**src/pwg_pkg.sv**
```systemverilog
// Constants, command codes and field positions of the key and write-guard block.
// Assumes a PMBus word-level command port in front of it; one 20 MHz clock.
package pwg_pkg;
	localparam logic [7:0] CMD_FAULT_INJECTION = 8'hf1;
	localparam logic [7:0] CMD_UNLOCK_KEY = 8'hfa;
	localparam logic [7:0] CMD_FINE_WRITE_GUARD = 8'hfb;
	localparam logic [7:0] CMD_PLATFORM_IDENTIFIER_WORD = 8'hfc;
	localparam logic [15:0] KEY_ZERO = 16'h0000;
	localparam logic [15:0] KEY_STAT_UNLOCKED = 16'h0000;
	localparam logic [15:0] KEY_STAT_LOCKED0 = 16'h000f;
	localparam logic [15:0] KEY_STAT_LOCKED1 = 16'h001f;
	localparam logic [15:0] KEY_STAT_LOCKED2 = 16'h002f;
	localparam logic [15:0] KEY_STAT_LOCKED3 = 16'h00ff;
	localparam logic [1:0] KEY_MISS_LIMIT = 2'h3;
	localparam logic [15:0] FAULT_INJECTION_RESET = 16'h0000;
	localparam int GUARD_SAVE = 0;
	localparam int GUARD_KEY = 1;
	localparam int GUARD_BOOT_SETTINGS = 2;
	localparam int GUARD_STD_WP = 14;
	localparam int GUARD_SELF_LOCK = 15;
	localparam int GROUP_COUNT = 16;
	localparam int INJ_WARN_PERSIST = 7;
	localparam int INJ_FAULT_PERSIST = 15;
	// Injection bits that drive detector outputs, in fault_o / warn_o order
	localparam logic [15:0] INJ_FAULT_MASK = 16'h5f00;
	localparam logic [15:0] INJ_WARN_MASK = 16'h001b;
	// Faults that may act with conversion off: input lockout (11), output OV (8)
	localparam logic [15:0] INJ_FAULT_ANYTIME = 16'h0900;
	// Identifier readback; the value is arbitrary
	localparam logic [31:0] PLATFORM_ID_DEFAULT = 32'h0000_1234;
	// Command port status codes
	localparam logic [1:0] ACK_OK = 2'h0;
	localparam logic [1:0] ACK_PROTECTED = 2'h1;
	localparam logic [1:0] ACK_UNSUPPORTED = 2'h2;
	typedef enum logic [1:0] {
		PWG_KEY_OPEN = 2'b00,
		PWG_KEY_LOCKED = 2'b01,
		PWG_KEY_BARRED = 2'b10
	} pwg_key_state_t;
endpackage

```
**src/pwg_key_unit.sv**
```systemverilog
// Unlock key state machine: active key, mismatch count and lockout.
// Assumes boot key and boot load strobe come from the nonvolatile loader on the same clock.
`timescale 1ns/10ps
`default_nettype none
module pwg_key_unit (
	input wire logic core_clk_i,
	input wire logic reset_i,
	input wire logic boot_load_i,
	input wire logic [15:0] boot_key_i,
	input wire logic key_write_i,
	input wire logic [15:0] key_data_i,
	output logic key_locked_o,
	output logic [15:0] key_status_o,
	output logic [15:0] active_key_o
);
	import pwg_pkg::*;
	typedef struct packed {
		pwg_key_state_t st;
		logic [15:0] key;
		logic [1:0] miss;
		logic [15:0] status;
	} pwg_key_reg_t;
	pwg_key_reg_t r;
	pwg_key_reg_t next_r;
	always_comb begin
		next_r = r;
		if (boot_load_i) begin
			next_r.key = boot_key_i;
			next_r.miss = 2'h0;
			next_r.st = (boot_key_i == KEY_ZERO) ? PWG_KEY_OPEN : PWG_KEY_LOCKED;
		end else if (key_write_i) begin
			case (r.st)
				PWG_KEY_OPEN: begin
					next_r.key = key_data_i;
				end
				PWG_KEY_LOCKED: begin
					if (key_data_i == r.key) begin
						next_r.st = PWG_KEY_OPEN;
						next_r.miss = 2'h0;
					end else begin
						next_r.miss = r.miss + 2'h1;
						if (r.miss + 2'h1 == KEY_MISS_LIMIT) begin
							next_r.st = PWG_KEY_BARRED;
						end
					end
				end
				PWG_KEY_BARRED: begin
					next_r.st = PWG_KEY_BARRED;
				end
				default: begin
					next_r.st = PWG_KEY_BARRED;
				end
			endcase
		end
		case (next_r.st)
			PWG_KEY_OPEN: next_r.status = KEY_STAT_UNLOCKED;
			PWG_KEY_LOCKED: begin
				case (next_r.miss)
					2'h0: next_r.status = KEY_STAT_LOCKED0;
					2'h1: next_r.status = KEY_STAT_LOCKED1;
					2'h2: next_r.status = KEY_STAT_LOCKED2;
					default: next_r.status = KEY_STAT_LOCKED3;
				endcase
			end
			default: next_r.status = KEY_STAT_LOCKED3;
		endcase
	end
	always_ff @(posedge core_clk_i) begin
		if (reset_i) begin
			r <= '{st: PWG_KEY_OPEN, key: KEY_ZERO, miss: 2'h0, status: KEY_STAT_UNLOCKED};
		end else begin
			r <= next_r;
		end
	end
	assign key_locked_o = (r.st != PWG_KEY_OPEN);
	assign key_status_o = r.status;
	assign active_key_o = r.key;

	AST_KEY_BAR_STICKS: assert property (@(posedge core_clk_i) disable iff (reset_i)
		(r.st == PWG_KEY_BARRED && !boot_load_i) |=> (r.st == PWG_KEY_BARRED && r.status == KEY_STAT_LOCKED3))
		else $error("key lockout left without boot load");
	AST_KEY_MATCH_OPENS: assert property (@(posedge core_clk_i) disable iff (reset_i)
		(r.st == PWG_KEY_LOCKED && key_write_i && !boot_load_i && key_data_i == r.key)
		|=> (r.st == PWG_KEY_OPEN && r.miss == 2'h0))
		else $error("matching key did not unlock");
	AST_KEY_STATUS_NOT_KEY: assert property (@(posedge core_clk_i) disable iff (reset_i)
		(r.st == PWG_KEY_LOCKED) |-> (r.status == {10'h0, r.miss, 4'hf}))
		else $error("key status mismatches miss count");
endmodule
`default_nettype wire

```
**src/pwg_inject_unit.sv**
```systemverilog
// Fault injection word and simulated detector outputs with persistence control.
// Assumes fault_response_i pulses once per completed fault response of the power stage.
`timescale 1ns/10ps
`default_nettype none
module pwg_inject_unit (
	input wire logic core_clk_i,
	input wire logic reset_i,
	input wire logic write_i,
	input wire logic [15:0] data_i,
	input wire logic conv_enable_i,
	input wire logic fault_response_i,
	output logic [15:0] word_o,
	output logic [15:0] fault_o,
	output logic [15:0] warn_o
);
	import pwg_pkg::*;
	typedef struct packed {
		logic [15:0] word;
		logic [15:0] fault;
		logic [15:0] warn;
	} pwg_inj_reg_t;
	pwg_inj_reg_t r;
	pwg_inj_reg_t next_r;
	always_comb begin
		next_r = r;
		if (write_i) begin
			next_r.word = data_i;
			next_r.fault = r.fault | (data_i & INJ_FAULT_MASK);
			next_r.warn = r.warn | (data_i & INJ_WARN_MASK);
			if (data_i[INJ_FAULT_PERSIST]) begin
				next_r.fault = data_i & INJ_FAULT_MASK;
			end
			if (data_i[INJ_WARN_PERSIST]) begin
				next_r.warn = data_i & INJ_WARN_MASK;
			end
		end else if (fault_response_i) begin
			if (!r.word[INJ_FAULT_PERSIST]) begin
				next_r.fault = 16'h0000;
			end
			if (!r.word[INJ_WARN_PERSIST]) begin
				next_r.warn = 16'h0000;
			end
		end
	end
	always_ff @(posedge core_clk_i) begin
		if (reset_i) begin
			r <= '{word: FAULT_INJECTION_RESET, fault: 16'h0000, warn: 16'h0000};
		end else begin
			r <= next_r;
		end
	end
	assign word_o = r.word;
	assign fault_o = conv_enable_i ? r.fault : (r.fault & INJ_FAULT_ANYTIME);
	assign warn_o = conv_enable_i ? r.warn : 16'h0000;

	AST_INJ_UNUSED_QUIET: assert property (@(posedge core_clk_i) disable iff (reset_i)
		(fault_o[13] == 1'b0 && warn_o[6:5] == 2'b00 && warn_o[2] == 1'b0))
		else $error("unused injection bit raised a condition");
	AST_INJ_WARN_AUTOCLEAR: assert property (@(posedge core_clk_i) disable iff (reset_i)
		(fault_response_i && !write_i && !r.word[INJ_WARN_PERSIST]) |=> (r.warn == 16'h0000))
		else $error("warning not cleared after fault response");
	AST_INJ_FAULT_OFF_GATE: assert property (@(posedge core_clk_i) disable iff (reset_i)
		(!conv_enable_i) |-> ((fault_o & ~INJ_FAULT_ANYTIME) == 16'h0000))
		else $error("gated fault acted with conversion off");
endmodule
`default_nettype wire

```
**src/pwg_write_guard.sv**
```systemverilog
// Top of the command-level guard: key, fine write guard, injection, identifier.
// Assumes a PMBus front end decodes word transactions into cmd, strobes and data on core_clk_i.
`timescale 1ns/10ps
`default_nettype none
module pwg_write_guard (
	input wire logic core_clk_i,
	input wire logic reset_i,
	input wire logic boot_load_i,
	input wire logic restore_i,
	input wire logic [15:0] boot_key_i,
	input wire logic [15:0] boot_guard_i,
	input wire logic [7:0] cmd_i,
	input wire logic wr_i,
	input wire logic rd_i,
	input wire logic [15:0] wdata_i,
	input wire logic [15:0] group_sel_i,
	input wire logic std_wp_block_i,
	input wire logic conv_enable_i,
	input wire logic fault_response_i,
	output logic [15:0] rdata_o,
	output logic done_o,
	output logic [1:0] ack_o,
	output logic [15:0] group_wr_o,
	output logic save_allowed_o,
	output logic [15:0] fault_o,
	output logic [15:0] warn_o
);
	import pwg_pkg::*;
	typedef struct packed {
		logic [15:0] guard;
		logic save_locked;
		logic [15:0] rdata;
		logic done;
		logic [1:0] ack;
		logic [15:0] group_wr;
		logic save_allowed;
		logic [15:0] fault;
		logic [15:0] warn;
	} pwg_top_reg_t;
	pwg_top_reg_t r;
	pwg_top_reg_t next_r;
	logic key_locked;
	logic [15:0] key_status;
	logic [15:0] active_key;
	logic key_wr_ok;
	logic guard_wr_ok;
	logic inj_wr_ok;
	logic [15:0] inj_word;
	logic [15:0] inj_fault;
	logic [15:0] inj_warn;
	logic [15:0] group_open;

	// Per-group write permission from the guard word; group 0 from the save lock copied at boot load or restore
	genvar g;
	generate
		for (g = 0; g < GROUP_COUNT; g = g + 1) begin : gen_group
			if (g == GUARD_SELF_LOCK) begin : gen_self
				assign group_open[g] = !r.guard[g] && !key_locked;
			end else if (g == GUARD_STD_WP) begin : gen_wp
				assign group_open[g] = !r.guard[g];
			end else if (g == GUARD_SAVE) begin : gen_save
				assign group_open[g] = !r.save_locked && !std_wp_block_i && !key_locked;
			end else begin : gen_std
				assign group_open[g] = !r.guard[g] && !std_wp_block_i;
			end
		end
	endgenerate

	assign key_wr_ok = wr_i && (cmd_i == CMD_UNLOCK_KEY) && !r.guard[GUARD_SELF_LOCK]
		&& !r.guard[GUARD_KEY] && !std_wp_block_i;
	assign guard_wr_ok = wr_i && (cmd_i == CMD_FINE_WRITE_GUARD) && group_open[GUARD_SELF_LOCK];
	assign inj_wr_ok = wr_i && (cmd_i == CMD_FAULT_INJECTION) && !r.guard[9] && !std_wp_block_i;

	pwg_key_unit u_key (
		.core_clk_i(core_clk_i),
		.reset_i(reset_i),
		.boot_load_i(boot_load_i),
		.boot_key_i(boot_key_i),
		.key_write_i(key_wr_ok),
		.key_data_i(wdata_i),
		.key_locked_o(key_locked),
		.key_status_o(key_status),
		.active_key_o(active_key)
	);

	pwg_inject_unit u_inject (
		.core_clk_i(core_clk_i),
		.reset_i(reset_i),
		.write_i(inj_wr_ok),
		.data_i(wdata_i),
		.conv_enable_i(conv_enable_i),
		.fault_response_i(fault_response_i),
		.word_o(inj_word),
		.fault_o(inj_fault),
		.warn_o(inj_warn)
	);

	always_comb begin
		next_r = r;
		next_r.done = 1'b0;
		next_r.ack = ACK_OK;
		next_r.group_wr = group_open;
		next_r.save_allowed = group_open[GUARD_SAVE];
		next_r.fault = inj_fault;
		next_r.warn = inj_warn;
		if (boot_load_i) begin
			next_r.guard = boot_guard_i;
			next_r.save_locked = boot_guard_i[GUARD_SAVE];
		end else if (restore_i) begin
			next_r.save_locked = r.guard[GUARD_SAVE];
		end else if (guard_wr_ok) begin
			next_r.guard = wdata_i;
		end
		if (wr_i) begin
			next_r.done = 1'b1;
			case (cmd_i)
				CMD_UNLOCK_KEY: next_r.ack = key_wr_ok ? ACK_OK : ACK_PROTECTED;
				CMD_FINE_WRITE_GUARD: next_r.ack = guard_wr_ok ? ACK_OK : ACK_PROTECTED;
				CMD_FAULT_INJECTION: next_r.ack = inj_wr_ok ? ACK_OK : ACK_PROTECTED;
				CMD_PLATFORM_IDENTIFIER_WORD: next_r.ack = ACK_OK;
				default: next_r.ack = (|(group_sel_i & ~group_open)) ? ACK_PROTECTED : ACK_OK;
			endcase
		end else if (rd_i) begin
			next_r.done = 1'b1;
			case (cmd_i)
				CMD_UNLOCK_KEY: next_r.rdata = key_status;
				CMD_FINE_WRITE_GUARD: next_r.rdata = r.guard;
				CMD_FAULT_INJECTION: next_r.rdata = inj_word;
				CMD_PLATFORM_IDENTIFIER_WORD: next_r.rdata = PLATFORM_ID_DEFAULT[15:0];
				default: begin
					next_r.rdata = 16'h0000;
					next_r.ack = ACK_UNSUPPORTED;
				end
			endcase
		end
	end

	always_ff @(posedge core_clk_i) begin
		if (reset_i) begin
			r <= '0;
		end else begin
			r <= next_r;
		end
	end

	assign rdata_o = r.rdata;
	assign done_o = r.done;
	assign ack_o = r.ack;
	assign group_wr_o = r.group_wr;
	assign save_allowed_o = r.save_allowed;
	assign fault_o = r.fault;
	assign warn_o = r.warn;

	AST_ID_WRITE_ACCEPTED: assert property (@(posedge core_clk_i) disable iff (reset_i)
		(wr_i && cmd_i == CMD_PLATFORM_IDENTIFIER_WORD) |=> (done_o && ack_o == ACK_OK))
		else $error("identifier write flagged");
	AST_GUARD_LOCKED_BY_KEY: assert property (@(posedge core_clk_i) disable iff (reset_i)
		(key_locked && wr_i && cmd_i == CMD_FINE_WRITE_GUARD && !boot_load_i) |=> (r.guard == $past(r.guard)))
		else $error("guard word changed while key locked");
	AST_SELF_LOCK: assert property (@(posedge core_clk_i) disable iff (reset_i)
		(r.guard[GUARD_SELF_LOCK] && wr_i && cmd_i == CMD_FINE_WRITE_GUARD) |=> (ack_o == ACK_PROTECTED))
		else $error("self-locked guard word accepted a write");
	AST_KEY_GUARDED: assert property (@(posedge core_clk_i) disable iff (reset_i)
		(r.guard[GUARD_KEY] && wr_i && cmd_i == CMD_UNLOCK_KEY) |=> (ack_o == ACK_PROTECTED))
		else $error("guarded key accepted a write");
	AST_STD_WP_GUARD: assert property (@(posedge core_clk_i) disable iff (reset_i)
		(r.guard[GUARD_STD_WP]) |=> (!group_wr_o[GUARD_STD_WP]))
		else $error("standard write-protect writable under guard");
	AST_SAVE_KEY: assert property (@(posedge core_clk_i) disable iff (reset_i)
		(!key_locked && !r.save_locked && !std_wp_block_i) |=> save_allowed_o)
		else $error("save refused with key zero");
	AST_KEY_OPEN_LOADS: assert property (@(posedge core_clk_i) disable iff (reset_i)
		(!key_locked && key_wr_ok && !boot_load_i) |=> (active_key == $past(wdata_i)))
		else $error("open key write did not load the key");
endmodule
`default_nettype wire

```
**config.mk**
```make
export PLATFORM = sky130hd
export DESIGN_NAME = pwg_write_guard
export DESIGN_NICKNAME = d
export VERILOG_FILES = /design/src/pwg_pkg.sv /design/src/pwg_key_unit.sv /design/src/pwg_inject_unit.sv /design/src/pwg_write_guard.sv
export SDC_FILE = /design/constraint.sdc
export NUM_CORES = 1
export LEC_CHECK = 0
export BUFFER_PORTS_ARGS = -buffer_cell sky130_fd_sc_hd__buf_2
export CORE_AREA = 8 8 119 121
export CTS_CLUSTER_SIZE = 12
export DETAILED_ROUTE_END_ITERATION = 10
export DIE_AREA = 0 0 127 129
export PLACE_DENSITY = 0.8
export SETUP_SLACK_MARGIN = 0.5
export SYNTH_ARGS = -nofsm -noshare
export SYNTH_HDL_FRONTEND = slang
export SYNTH_HIERARCHICAL = 1
export SYNTH_SLANG_ARGS = --single-unit
```
**constraint.sdc**
```tcl
create_clock -name core_clk_i -period 2.7 [get_ports core_clk_i]
set_input_delay 0.405 -clock core_clk_i [delete_from_list [all_inputs] [get_ports core_clk_i]]
set_output_delay 0.405 -clock core_clk_i [all_outputs]
set_load 0.02 [all_outputs]
```
## Word level (Yosys, flattened, before mapping)

Index checks and enable logic that the tools add are counted.

| storage, ports and cells | value |
|---|---|
| bits in registers | 169 |
| output and inout bits | 68 |

| operators by class | value |
|---|---|
| add/subtract/negate cells | 1 |
| equality and inequality tests | 13 |
| mux-type cells | 30 |
| bitwise logic cells | 6 |
| reductions and logical operators | 61 |

Operators with widths:

| operator | number |
|---|---|
| 16-bit two-way mux | 7 |
| 32-bit two-way mux | 2 |
| 16-bit one-hot mux with 4 select lines | 1 |
| 20-bit two-way mux | 2 |
| 8-bit equality test, second input constant | 4 |
| 16-bit one-hot mux with 2 select lines | 1 |
| 1-bit logical AND | 25 |
| 8-bit one-hot mux with 3 select lines | 1 |
| 1-bit logical NOT | 18 |
| 17-bit two-way mux | 1 |
| 16-bit AND | 1 |
| 16-bit equality test | 1 |
| 16-bit logical NOT | 1 |
| 16-bit inverter | 1 |
| 16-bit by 15-bit bitwise OR with 16-bit output | 1 |
| 16-bit by 5-bit bitwise OR with 16-bit output | 1 |
| 16-bit OR reduction | 1 |
| 2-bit nonzero test | 6 |
| 2-bit two-way mux | 5 |
| 2-bit AND reduction | 5 |
| 2-bit by 1-bit equality test with 1-bit output, second input constant | 3 |
| 2-bit logical NOT | 3 |
| 1-bit two-way mux | 6 |
| 3-bit two-way mux | 2 |
| 8 further kinds | 12 |

## Logic depth before layout (Yosys ltp)

Gate-level depths: netlist of the first run.

| depth | value |
|---|---|
| word-level depth | 10 |
| depth in mapped cells | 11 |

## By module

The synthesis of the first run kept the hierarchy.

Modules (own cells, without submodules):

| module | times used | cells each | area an instance (um^2) | sequential area each (um^2) |
|---|---|---|---|---|
| pwg_write_guard | 1 | 409 | 3776.1 | 1681.6 |
| pwg_key_unit | 1 | 186 | 1539.0 | 480.5 |
| pwg_inject_unit | 1 | 129 | 1281.2 | 520.5 |

## Least setup slack after synthesis of the first run

OpenSTA, ideal clock, no wires.

| timing | value |
|---|---|
| path type | input port to flip-flop |
| start | in cmd_i[0] |
| end | reg u_key.r (netlist bit u_key/active_key_o[8]) |
| library setup time | 0.128 ns |
| data arrival time | 2.046 ns |
| data required time | 2.572 ns |
| setup slack | 0.526 ns |
| stages on the path | 10 |
| path buffers | 3 |
| path through | buf_4 -> nor4_1 -> and4_1 -> nor3b_1 -> buf_4 -> buf_4 -> mux2i_1 -> nor2_1 -> a21oi_1 -> nor2_1 |

| between the ends | value |
|---|---|
| word-level cells in the longest chain between the ends | 7 |

RTL lines:

| item | line | RTL |
|---|---|---|
| start, declared | pwg_write_guard.sv:12 | `input wire logic [7:0] cmd_i,` |
| 8-bit equality test | pwg_write_guard.sv:69 | `assign key_wr_ok = wr_i && (cmd_i == CMD_UNLOCK_KEY) && !r.guard[GUARD_SELF_LOCK]` |
| 1-bit logical AND (2 in a row) | pwg_write_guard.sv:69 |  |
| 1-bit logical AND (2 in a row) | pwg_write_guard.sv:70 | `&& !r.guard[GUARD_KEY] && !std_wp_block_i;` |
| via key_wr_ok | pwg_write_guard.sv:45 | `logic key_wr_ok;` |
| 2-bit nonzero test (no source line) | - |  |
| 2-bit AND reduction (no source line) | - |  |
| end signal, assigned | pwg_key_unit.sv:70 | `r <= '{st: PWG_KEY_OPEN, key: KEY_ZERO, miss: 2'h0, status: KEY_STAT_UNLOCKED};` |
| end signal, assigned | pwg_key_unit.sv:72 | `r <= next_r;` |
| end, declared | pwg_key_unit.sv:23 | `pwg_key_reg_t r;` |

The timed path passes the listed nets, and every way through them passes these cells.
A chain may end at the register's enable or synchronous reset.

## Final worst setup path of the first run

| timing | value |
|---|---|
| start | reg r[84] (netlist name) |
| end | reg u_key.r (netlist bit u_key/key_status_o[6]) |

| between the ends | value |
|---|---|
| word-level cells in the longest chain between the ends | 9 |
| elaborated cells on any way between the ends | 13 |
| those cells by class | eq/ne (3); mux (4); reduce/logical (6) |

RTL lines:

| item | line | RTL |
|---|---|---|
| start, declared | pwg_write_guard.sv:40 | `pwg_top_reg_t r;` |
| start signal, assigned | pwg_write_guard.sv:142 | `r <= next_r;` |
| 1-bit logical NOT * | pwg_write_guard.sv:69 |  |
| 1-bit logical AND * | pwg_write_guard.sv:69 |  |
| 1-bit logical AND * (2 in a row) | pwg_write_guard.sv:70 |  |
| via key_wr_ok | pwg_write_guard.sv:45 |  |
| 20-bit two-way mux * | pwg_key_unit.sv:31 | `end else if (key_write_i) begin` |
| 20-bit two-way mux * | pwg_key_unit.sv:27 | `if (boot_load_i) begin` |
| 2-bit equality test, or another cell as far along | pwg_key_unit.sv:58 | `case (next_r.miss)` |
| 8-bit one-hot mux with 3 select lines | pwg_key_unit.sv:58 |  |
| 16-bit one-hot mux with 2 select lines * | pwg_key_unit.sv:55 | `case (next_r.st)` |

Mark *: on every way through the listed nets, which the timed path passes. The rest lies on a longest branch. The select of a mux whose other input is x is not followed.

==> results of run 1 <==
-- registers in the layout, indices dropped and copies added (netlist names) --
name                flops
ack_o                   2
done_o                  1
fault_o                16
group_wr_o             16
r                      17
rdata_o                16
u_inject/r             10
u_inject/word_o        16
u_key/active_key_o     16
u_key/key_status_o      4
u_key/r                 4
warn_o                 16
-- area by class of cell --
| cell class | instances | area (µm²) |
|---|---|---|
| clock buffers | 25 | 495 |
| clock inverters | 7 | 70.1 |
| fillers | 1108 | 5190 |
| inverters | 3 | 11.3 |
| multi-input cells | 440 | 2810 |
| flip-flops and latches | 134 | 2680 |
| well taps | 150 | 188 |
| repair buffers | 164 | 867 |
-- critical path, stage by stage (launching register included) --
cell and delay, ns:
dfxtp_1 0.37, nor4_2 0.34, and4_2 0.33, nand3b_1 0.19
nor2_1 0.16, o41ai_1 0.12, o22ai_1 0.23, nand2_1 0.14
o22ai_1 0.17
-- how the worst max path moves through the flow --
stage	to	slack [ns]	depth (start not counted)
floorplan	u_key/active_key_o[8]$_SDFFE_PP0P_	0.53	10
global placement	u_key/active_key_o[12]$_SDFFE_PP0P_	0.39	11
detailed placement	u_key/active_key_o[8]$_SDFFE_PP0P_	0.28	11
CTS	u_key/key_status_o[6]$_SDFF_PP0_	0.52	8
global route	u_key/key_status_o[6]$_SDFF_PP0_	0.46	8
finish	u_key/key_status_o[6]$_SDFF_PP0_	0.58	8
-- metrics by stage --
stage	cell area, µm²	std cells	hold slack (ns)	power, W
final	7120	923	0.221	0.00473
after global routing	7120	923	0.221	0.00491
after CTS	7090	920	0.207	0.00476
after detailed placement	6520	888	0.443	0.00259
after global placement	6520	888	0.436	0.00259
after floorplan	6580	736	0.422	0.00248
-- routing by layer --
metal,routed length [µm],share of wire [%]
met5,10,0.063
met4,276,1.7
met3,1230,7.8
met2,7400,47
met1,6940,44
-- placed cells by master (no fill, tap or decap), types with 4 or more instances in the layout --
cell type and count:
dfxtp_1 134, a21oi_1 37, conb_1 30, nor2b_1 39, nand2_1 26, nand3_1 12
buf_4 16, o21ai_0 12, nor4_1 7, nor2_1 89, mux2i_1 63, clkbuf_16 17
clkbuf_8 4, nor3_1 8, xnor2_1 16, nand4_1 7, and2_1 8, a211oi_1 17
buf_2 147, a22o_1 17, clkbuf_1 4, clkinvlp_4 4, o22ai_1 7
-- what timing repair did --
action                                  4_1_cts  5_1_grt
endpoints found under the setup margin        0       19
hold buffers                                  0        0
buffers inserted                              0        3
resized for setup                             0        3
-- report_power, final --
part	internal [W]	leakage [nW]	switching, W
combinational	0.000182	1.71	0.000276
clock	0.00136	0.266	0.000814
sequential	0.00205	1.10	0.0000511
==> impl_metrics.env, run 1 <==
export IMPL_hold_viol=0
export IMPL_clk_path_buf_depth=2
export IMPL_ir_worst_vdd_mv=0.324
export IMPL_hp_class="input port to flop"
export IMPL_fmax_mhz=471
export IMPL_drc=0
export IMPL_min_period_ns=2.12
export IMPL_io_pins=149
export IMPL_setup_ws_ns=0.577
export IMPL_cp_end_kind="flop"
export IMPL_top_usage_layer="met2"
export IMPL_final_setup_tns_ns=0
export IMPL_cts_sinks=134
export IMPL_p_leak_nw=3.07
export IMPL_overflow=0
export IMPL_start_util_pct=52.6
export IMPL_period_share_pct=78.6
export IMPL_power_per_cell_area_mw_per_mm2=664
export IMPL_worstSetupPathType="flop to flop"
export IMPL_worst_pin_slew_ns=0.529
export IMPL_final_nets=842
export IMPL_synthCells=708
export IMPL_grt_pass1_wl_mm=24.4
export IMPL_min_path_cells=3
export IMPL_startpoint_type="flop"
export IMPL_grt_util_met3_pct=6.16
export IMPL_grt_usage_pct=19.2
export IMPL_status="complete, no violations"
export IMPL_maxCapViolCount=0
export IMPL_htreeDepth=4
export IMPL_die_area_mm2=0.0164
export IMPL_antenna_found_initial=1
export IMPL_final_util_pct=57.9
export IMPL_max_slew_margin_rel_pct=64.7
export IMPL_clkTransAtPathRegs_ns=0.05
export IMPL_r2r_setup_slack_ns=0.58
export IMPL_cp_data_required_time_ns=3.03
export IMPL_skew_ns=0.00628
export IMPL_r2r_start="r[84]$_SDFFE_PP0P_"
export IMPL_coreArea_mm2=0.0123
export IMPL_dp_slack_ns=0.280
export IMPL_cp_max_fo=6
export IMPL_grt_max_degree=44
export IMPL_holdCritStartpoint="rd_i"
export IMPL_vias=4867
export IMPL_syn_area_mm2=0.00648
export IMPL_final_max_slew_viol_count=0
export IMPL_dr_pass1_iters=5
export IMPL_use_met2_pct=31.4
export IMPL_rsz0062_at_grt="no"
export IMPL_use_met1_pct=23.2
export IMPL_place_hpwl_mm=11.6
export IMPL_setup_violations=0
export IMPL_drive_above_1_share_pct=26.9
export IMPL_arrival_ns=2.45
export IMPL_diodes=0
export IMPL_area_growth_pct=9.99
export IMPL_cts_tree="built"
export IMPL_cts_root_buf="clkbuf_16"
export IMPL_chipHeight_um=129
export IMPL_synth_avg_cell_area_um2=9.15
export IMPL_yosys_warnings=6
export IMPL_avgRoutedWirePerCell_um=17.2
export IMPL_rr_endpoint="u_key/key_status_o[6]$_SDFF_PP0_"
export IMPL_drt_iter0_markers=318
export IMPL_rows=41
export IMPL_crit_start="r[84]$_SDFFE_PP0P_"
export IMPL_io_buffers=148
export IMPL_min_to="done_o$_SDFF_PP0_"
export IMPL_r2r_cells=8
export IMPL_clock_latency_ns=0.42
export IMPL_via_per_inst=5.27
export IMPL_chipWidth_um=127
export IMPL_cts_buffers=17
export IMPL_wl_mm=15.9
export IMPL_grt_pass1_vias=4740
export IMPL_ant_nets=0
export IMPL_routabilityCongestion=0.891
Power figures use the tool's default switching activity.
==> inputs of run 2 (changes only) <==
ABC_AREA = 1   (was default)
CORE_AREA = 8 8 123 125   (was 8 8 119 121)
DIE_AREA = 0 0 131 133   (was 0 0 127 129)
clock period = 2 ns   (was 2.7 ns; I/O delays follow)
==> run 2 against run 1 <==
Compared with the run above:
- count of clock-buffer cells in the layout is 7 lower
- total power is 45% higher
- critical path type unchanged
- register-to-register slack worse by 0.13 ns
- maximum frequency is 37% higher
- combinational power is 54% higher
- largest power group unchanged
- synthesized cell count is 44% higher
==> impl_metrics.env, run 2 <==
export IMPL_io_buffers=148
export IMPL_final_common_cell="nand2_1"
export IMPL_top_register="r"
export IMPL_cts_hold_buf=0
export IMPL_avgRoutedWirePerCell_um=14.3
export IMPL_skew_ns=0.00692
export IMPL_place_hpwl_mm=12.9
export IMPL_syn_area_mm2=0.00708
export IMPL_r2r_cells=9
export IMPL_final_setup_tns_ns=0
export IMPL_rows=42
export IMPL_grt_pass1_wl_mm=28.0
export IMPL_yosys_warnings=6
export IMPL_fin_cells=1277
export IMPL_min_path_cells=3
export IMPL_min_period_ns=1.55
export IMPL_power_switching_share_pct=25.5
export IMPL_p_leak_nw=4.01
export IMPL_htreeDepth=4
export IMPL_seqPwrFrac_pct=41.3
export IMPL_dp_slack_ns=0.172
export IMPL_hp_class="input port to flop"
export IMPL_nFillCells=1137
export IMPL_chipWidth_um=131
export IMPL_routabilityCongestion=0.903
export IMPL_synthCells=1018
export IMPL_slowest_delay_ns=0.34
export IMPL_io_pins=149
export IMPL_p_sw_w=0.00175
export IMPL_ir_worst_vdd_mv=0.637
export IMPL_dp_cells=1224
export IMPL_cts_buffers=17
export IMPL_hold_viol=0
export IMPL_fmax_mhz=645
export IMPL_grt_max_degree=43
export IMPL_worst_pin_slew_ns=0.528
export IMPL_dr_pass1_iters=6
export IMPL_startpoint_type="flop"
export IMPL_cp_data_required_time_ns=2.36
export IMPL_period_share_pct=77.5
export IMPL_arrival_ns=1.91
export IMPL_overflow=0
export IMPL_cp_end_kind="flop"
export IMPL_final_nets=1169
export IMPL_via_per_inst=4.95
export IMPL_cts_sinks=134
export IMPL_ant_nets=0
export IMPL_cp_max_fo=6
export IMPL_worstSetupPathType="flop to flop"
export IMPL_grt_usage_pct=20.5
export IMPL_final_cell_mix="nand2_1, buf_2, dfxtp_1"
export IMPL_power_frac_clock_pct=48.4
export IMPL_largest_reg_flops=17
export IMPL_crit_chain="nor2_4, nand3_4, nor2_4, nand2_4, nor2_1, nand2_1, nand2_1, nand3_2, a21oi_2"
export IMPL_rsz0062_at_grt="yes"
export IMPL_area_growth_pct=13.9
export IMPL_clk_path_buf_depth=2
export IMPL_die_area_mm2=0.0174
export IMPL_grt_pass1_vias=5729
export IMPL_clock_latency_ns=0.43
export IMPL_internal_power_w=0.00511
export IMPL_max_slew_margin_rel_pct=64.8
export IMPL_cp_slowest_cell="dfxtp_2"
export IMPL_power_per_cell_area_mw_per_mm2=851
export IMPL_antenna_found_initial=1
export IMPL_start_util_pct=54.1
export IMPL_final_util_pct=61.6
export IMPL_wl_mm=18.3
export IMPL_synth_avg_cell_area_um2=6.95
export IMPL_vias=6315
export IMPL_drive_above_1_share_pct=25.5
export IMPL_drt_iter0_markers=582
export IMPL_drc=0
export IMPL_final_max_slew_viol_count=0
export IMPL_status="complete, no violations"
export IMPL_clkTransAtPathRegs_ns=0.06
export IMPL_setup_violations=0
export IMPL_setup_ws_ns=0.449
export IMPL_coreArea_mm2=0.0131
export IMPL_power_frac_comb_pct=10.3
export IMPL_cts_root_buf="clkbuf_16"
export IMPL_cts_tree="built"
export IMPL_maxCapViolCount=0
export IMPL_chipHeight_um=133
[run 2: cell types whose count changed in the layout (fill, tap and decap cells not counted), moves of 20 or more]
cell     change
mux2i_1     -63
nand2_1    +211
o21ai_1     +22
nor2_1      +20
o21ai_0     +31
inv_1      +107
nand3_1     +47
nor2b_1     -39
[run 2: what timing repair did]
| action | CTS | global route |
|---|---|---|
| setup endpoints to repair | 37 | 51 |
| gates resized for setup | 13 | 23 |
| pin swaps | 5 | 11 |
| buffers inserted | 5 | 13 |
| gates cloned | 1 | 1 |
[run 2: through the flow]
step	hold slack, ns	area (µm²)	total power, W
floorplan	0.369	7240	0.00340
global placement	0.409	7160	0.00353
detailed placement	0.413	7160	0.00354
CTS	0.115	7900	0.00685
global route	0.126	8060	0.00710
finish	0.134	8060	0.00686
[run 2: per-layer routing]
| metal | up-vias | share of wire [%] | GRT usage [%] |
|---|---|---|---|
| met5 | - | 0 | 0 |
| met4 | 0 | 1.9 | 6.00 |
| met3 | 29 | 9.7 | 4.90 |
| met2 | 318 | 48 | 33.7 |
| met1 | 2817 | 41 | 25.9 |
| li1 | 3151 | - | - |
[run 2: power by group through the flow]
stage	logic, W	clock network (W)	registers [W]
after global routing	0.000781	0.00349	0.00284
after detailed placement	0.000660	0	0.00288
after floorplan	0.000535	0	0.00286
after global placement	0.000653	0	0.00288
final	0.000707	0.00332	0.00283
after CTS	0.000677	0.00335	0.00282
[run 2: layout make-up]
cell class / count / area [µm²] / share of cell area (%)
antenna: 1 / 2.50 / 0.0310
multi-input combinational: 631 / 3000 / 37.2
inverter: 123 / 505 / 6.27
clock inverter: 14 / 200 / 2.48
sequential: 134 / 2690 / 33.3
tap: 176 / 220 / 2.73
clock buffer: 18 / 429 / 5.32
timing repair inverter: 1 / 6.26 / 0.0776
timing repair buffer: 179 / 1010 / 12.6
[run 2: worst paths after layout]
kind	slack, ns	to	startpoint
max	0.45	u_key/key_status_o[6]$_SDFF_PP0_	r[70]$_SDFFE_PP0P_
min	0.13	done_o$_SDFF_PP0_	rd_i
max reg2reg	0.45	u_key/key_status_o[6]$_SDFF_PP0_	r[70]$_SDFFE_PP0P_
min reg2reg	0.43	group_wr_o[0]$_SDFF_PP0_	r[68]$_SDFFE_PP0P_
[run 2: worst max-delay path, delay by kind of cell (launching register included)]
kind,cells,cell delay [ns]
flops,1,0.34
simple gates,8,0.99
compound gates,1,0.15
==> inputs of run 3 (changes only) <==
CORE_AREA = 8 8 129 131   (was 8 8 123 125)
DIE_AREA = 0 0 137 139   (was 0 0 131 133)
PLACE_DENSITY = 0.76   (was 0.8)
clock period = 1.3 ns   (was 2 ns; I/O delays follow)
==> run 3 against run 2 <==
Compared with the run above:
- the flow now finishes with violations (negative setup slack)
- wire length rose by 55%
- sequential share of layout area fell by 7.5 points
- non-clock buffer count rose by 104
- total power rose by 61%
- setup slack got worse by 0.80 ns
- clock skew rose by 0.0040 ns
- die area rose by 9.3%
- combinational power rose to 2.6 times the previous value
- critical endpoint is now ack_o[0]$_SDFF_PP0_
==> impl_metrics.env, run 3 (synthesized netlist as in run 2, its figures left out) <==
export IMPL_diodes=0
export IMPL_cp_data_required_time_ns=1.61
export IMPL_met3_length_mm=2.84
export IMPL_maxCapViolCount=0
export IMPL_coreArea_mm2=0.0148
export IMPL_rr_endpoint="ack_o[0]$_SDFF_PP0_"
export IMPL_grt_pass1_wl_mm=35.7
export IMPL_top_register="r"
export IMPL_power_per_cell_area_mw_per_mm2=1020
export IMPL_hold_ws_ns=0.0364
export IMPL_final_setup_tns_ns=-12.07
export IMPL_drt_iter0_markers=844
export IMPL_clk_path_buf_depth=2
export IMPL_setup_ws_ns=-0.349
export IMPL_largest_reg_flops=17
export IMPL_ant_nets=0
export IMPL_wl_met1_mm=10.1
export IMPL_wl_mm=28.3
export IMPL_cts_tree="built"
export IMPL_antenna_found_initial=0
export IMPL_worst_pin_slew_ns=0.766
export IMPL_final_common_cell="nand2_1"
export IMPL_violations="negative setup slack"
export IMPL_fin_cells=1392
export IMPL_die_area_mm2=0.0190
export IMPL_avgRoutedWirePerCell_um=20.3
export IMPL_cts_hold_buf=0
export IMPL_chipWidth_um=137
export IMPL_status="finished with violations"
export IMPL_clkTransAtPathRegs_ns=0.06
export IMPL_power_switching_share_pct=27.7
export IMPL_fmax_mhz=606
export IMPL_cts_sinks=134
export IMPL_cts_buffers=17
export IMPL_finalPower_w=0.0111
export IMPL_r2r_setup_slack_ns=-0.35
export IMPL_start_util_pct=48.0
export IMPL_hold_viol=0
export IMPL_routabilityCongestion=0.939
export IMPL_hp_class="input port to flop"
export IMPL_seqPwrFrac_pct=39.8
export IMPL_vias=7652
export IMPL_htreeDepth=4
export IMPL_chipHeight_um=139
export IMPL_final_nets=1274
export IMPL_overflow=0
export IMPL_rows=45
export IMPL_power_frac_clock_pct=43.2
export IMPL_power_frac_comb_pct=17.0
export IMPL_drive_above_1_share_pct=54.5
export IMPL_p_sw_w=0.00307
export IMPL_startpoint_type="flop"
export IMPL_min_path_cells=3
export IMPL_max_slew_margin_rel_pct=48.8
export IMPL_r2r_start="r[70]$_SDFFE_PP0P_"
export IMPL_route_met2_wl_mm=13.4
export IMPL_grt_usage_pct=23.7
export IMPL_dr_pass1_iters=6
export IMPL_cp_max_fo=2
export IMPL_grt_max_degree=56
export IMPL_io_buffers=148
export IMPL_clock_latency_ns=0.43
export IMPL_setup_violations=66
export IMPL_period_share_pct=127
export IMPL_cp_end_kind="flop"
export IMPL_ir_worst_vdd_mv=0.923
export IMPL_final_cell_mix="nand2_1, buf_6, inv_1"
export IMPL_worstSetupPathType="flop to flop"
export IMPL_final_max_slew_viol_count=0
export IMPL_r2r_cells=11
export IMPL_drc=0
export IMPL_min_to="u_key/active_key_o[11]$_SDFFE_PP0P_"
export IMPL_arrival_ns=1.95
export IMPL_area_growth_pct=53.8
export IMPL_top_layer="met4"
export IMPL_skew_ns=0.0109
export IMPL_place_hpwl_mm=14.0
export IMPL_rsz0062_at_grt="yes"
export IMPL_holdCritStartpoint="boot_key_i[11]"
export IMPL_grt_pass1_vias=7012
export IMPL_internal_power_w=0.00798
export IMPL_cts_root_buf="clkbuf_16"
export IMPL_dp_cells=1294
export IMPL_p_leak_nw=4.89
export IMPL_io_pins=149
export IMPL_min_period_ns=1.65
export IMPL_via_per_inst=5.50
export IMPL_dp_slack_ns=-0.322
-- run 3: changes by cell type in the layout (fill, tap and decap cells not counted), sizes merged --
cell      previous run  this run
clkinv               4         5
clkinvlp             3         2
inv                127       123
clkbuf              18        25
bufinv               4         2
nand2              253       254
buf                179       281
diode                1         0
-- run 3: what timing repair did --
item / CTS / global route
buffers inserted: 24 / 31
endpoints found under the setup margin: 156 / 161
pin swaps: 98 / 98
cloned: 11 / 1
gates resized for setup: 400 / 200
-- run 3: worst max-delay path, cell delays in order (launching register included) --
cell and delay (ns):
dfxtp_2 0.33, nor2_4 0.12, buf_4 0.13, buf_6 0.08, buf_6 0.09, inv_4 0.04
nand2_1 0.09, nand2_1 0.09, nor2_1 0.15, nand3_1 0.12, nor2_1 0.18, nor2_1 0.11
-- run 3: how the worst max path moves through the flow --
stage                                                     end               start  cells past startpoint
after floorplan           u_key/active_key_o[12]$_SDFFE_PP0P_            cmd_i[2]                     12
after global placement       u_key/key_status_o[6]$_SDFF_PP0_            cmd_i[2]                     12
after detailed placement     u_key/key_status_o[6]$_SDFF_PP0_            cmd_i[2]                     12
after CTS                    u_key/key_status_o[6]$_SDFF_PP0_  r[70]$_SDFFE_PP0P_                      9
after global routing         u_key/key_status_o[5]$_SDFF_PP0_  r[70]$_SDFFE_PP0P_                     11
final                                     ack_o[0]$_SDFF_PP0_  r[70]$_SDFFE_PP0P_                     11
-- run 3: cell type report --
class,count,area [µm²]
Clock buffer,23,468
Timing Repair Buffer,283,2720
Multi-Input combinational cell,632,4010
Sequential cell,134,2810
Inverter,123,538
Tap cell,188,235
Clock inverter,8,100
Timing Repair inverter,1,3.75
Fill cell,918,3870
-- run 3: power groups by stage --
stage / Combinational, W / Clock [W] / Sequential (W)
floorplan: 0.000849 / 0 / 0.00441
global placement: 0.00120 / 0 / 0.00441
detailed placement: 0.00121 / 0 / 0.00441
CTS: 0.00153 / 0.00468 / 0.00438
global route: 0.00197 / 0.00498 / 0.00441
finish: 0.00187 / 0.00478 / 0.00440
-- run 3: through the flow --
stage / utilization [%] / area (µm²)
final: 73.8 / 10900
after global routing: 73.8 / 10900
after CTS: 67.0 / 9880
after floorplan: - / 7340
after detailed placement: 52.4 / 7740
after global placement: 52.4 / 7740
-- run 3: per-layer routing --
| layer | up-vias | GRT usage (%) |
|---|---|---|
| li1 | 3365 | - |
| met1 | 3499 | 26.7 |
| met2 | 602 | 38.6 |
| met3 | 186 | 7.25 |
| met4 | 0 | 13.3 |
| met5 | - | 0 |
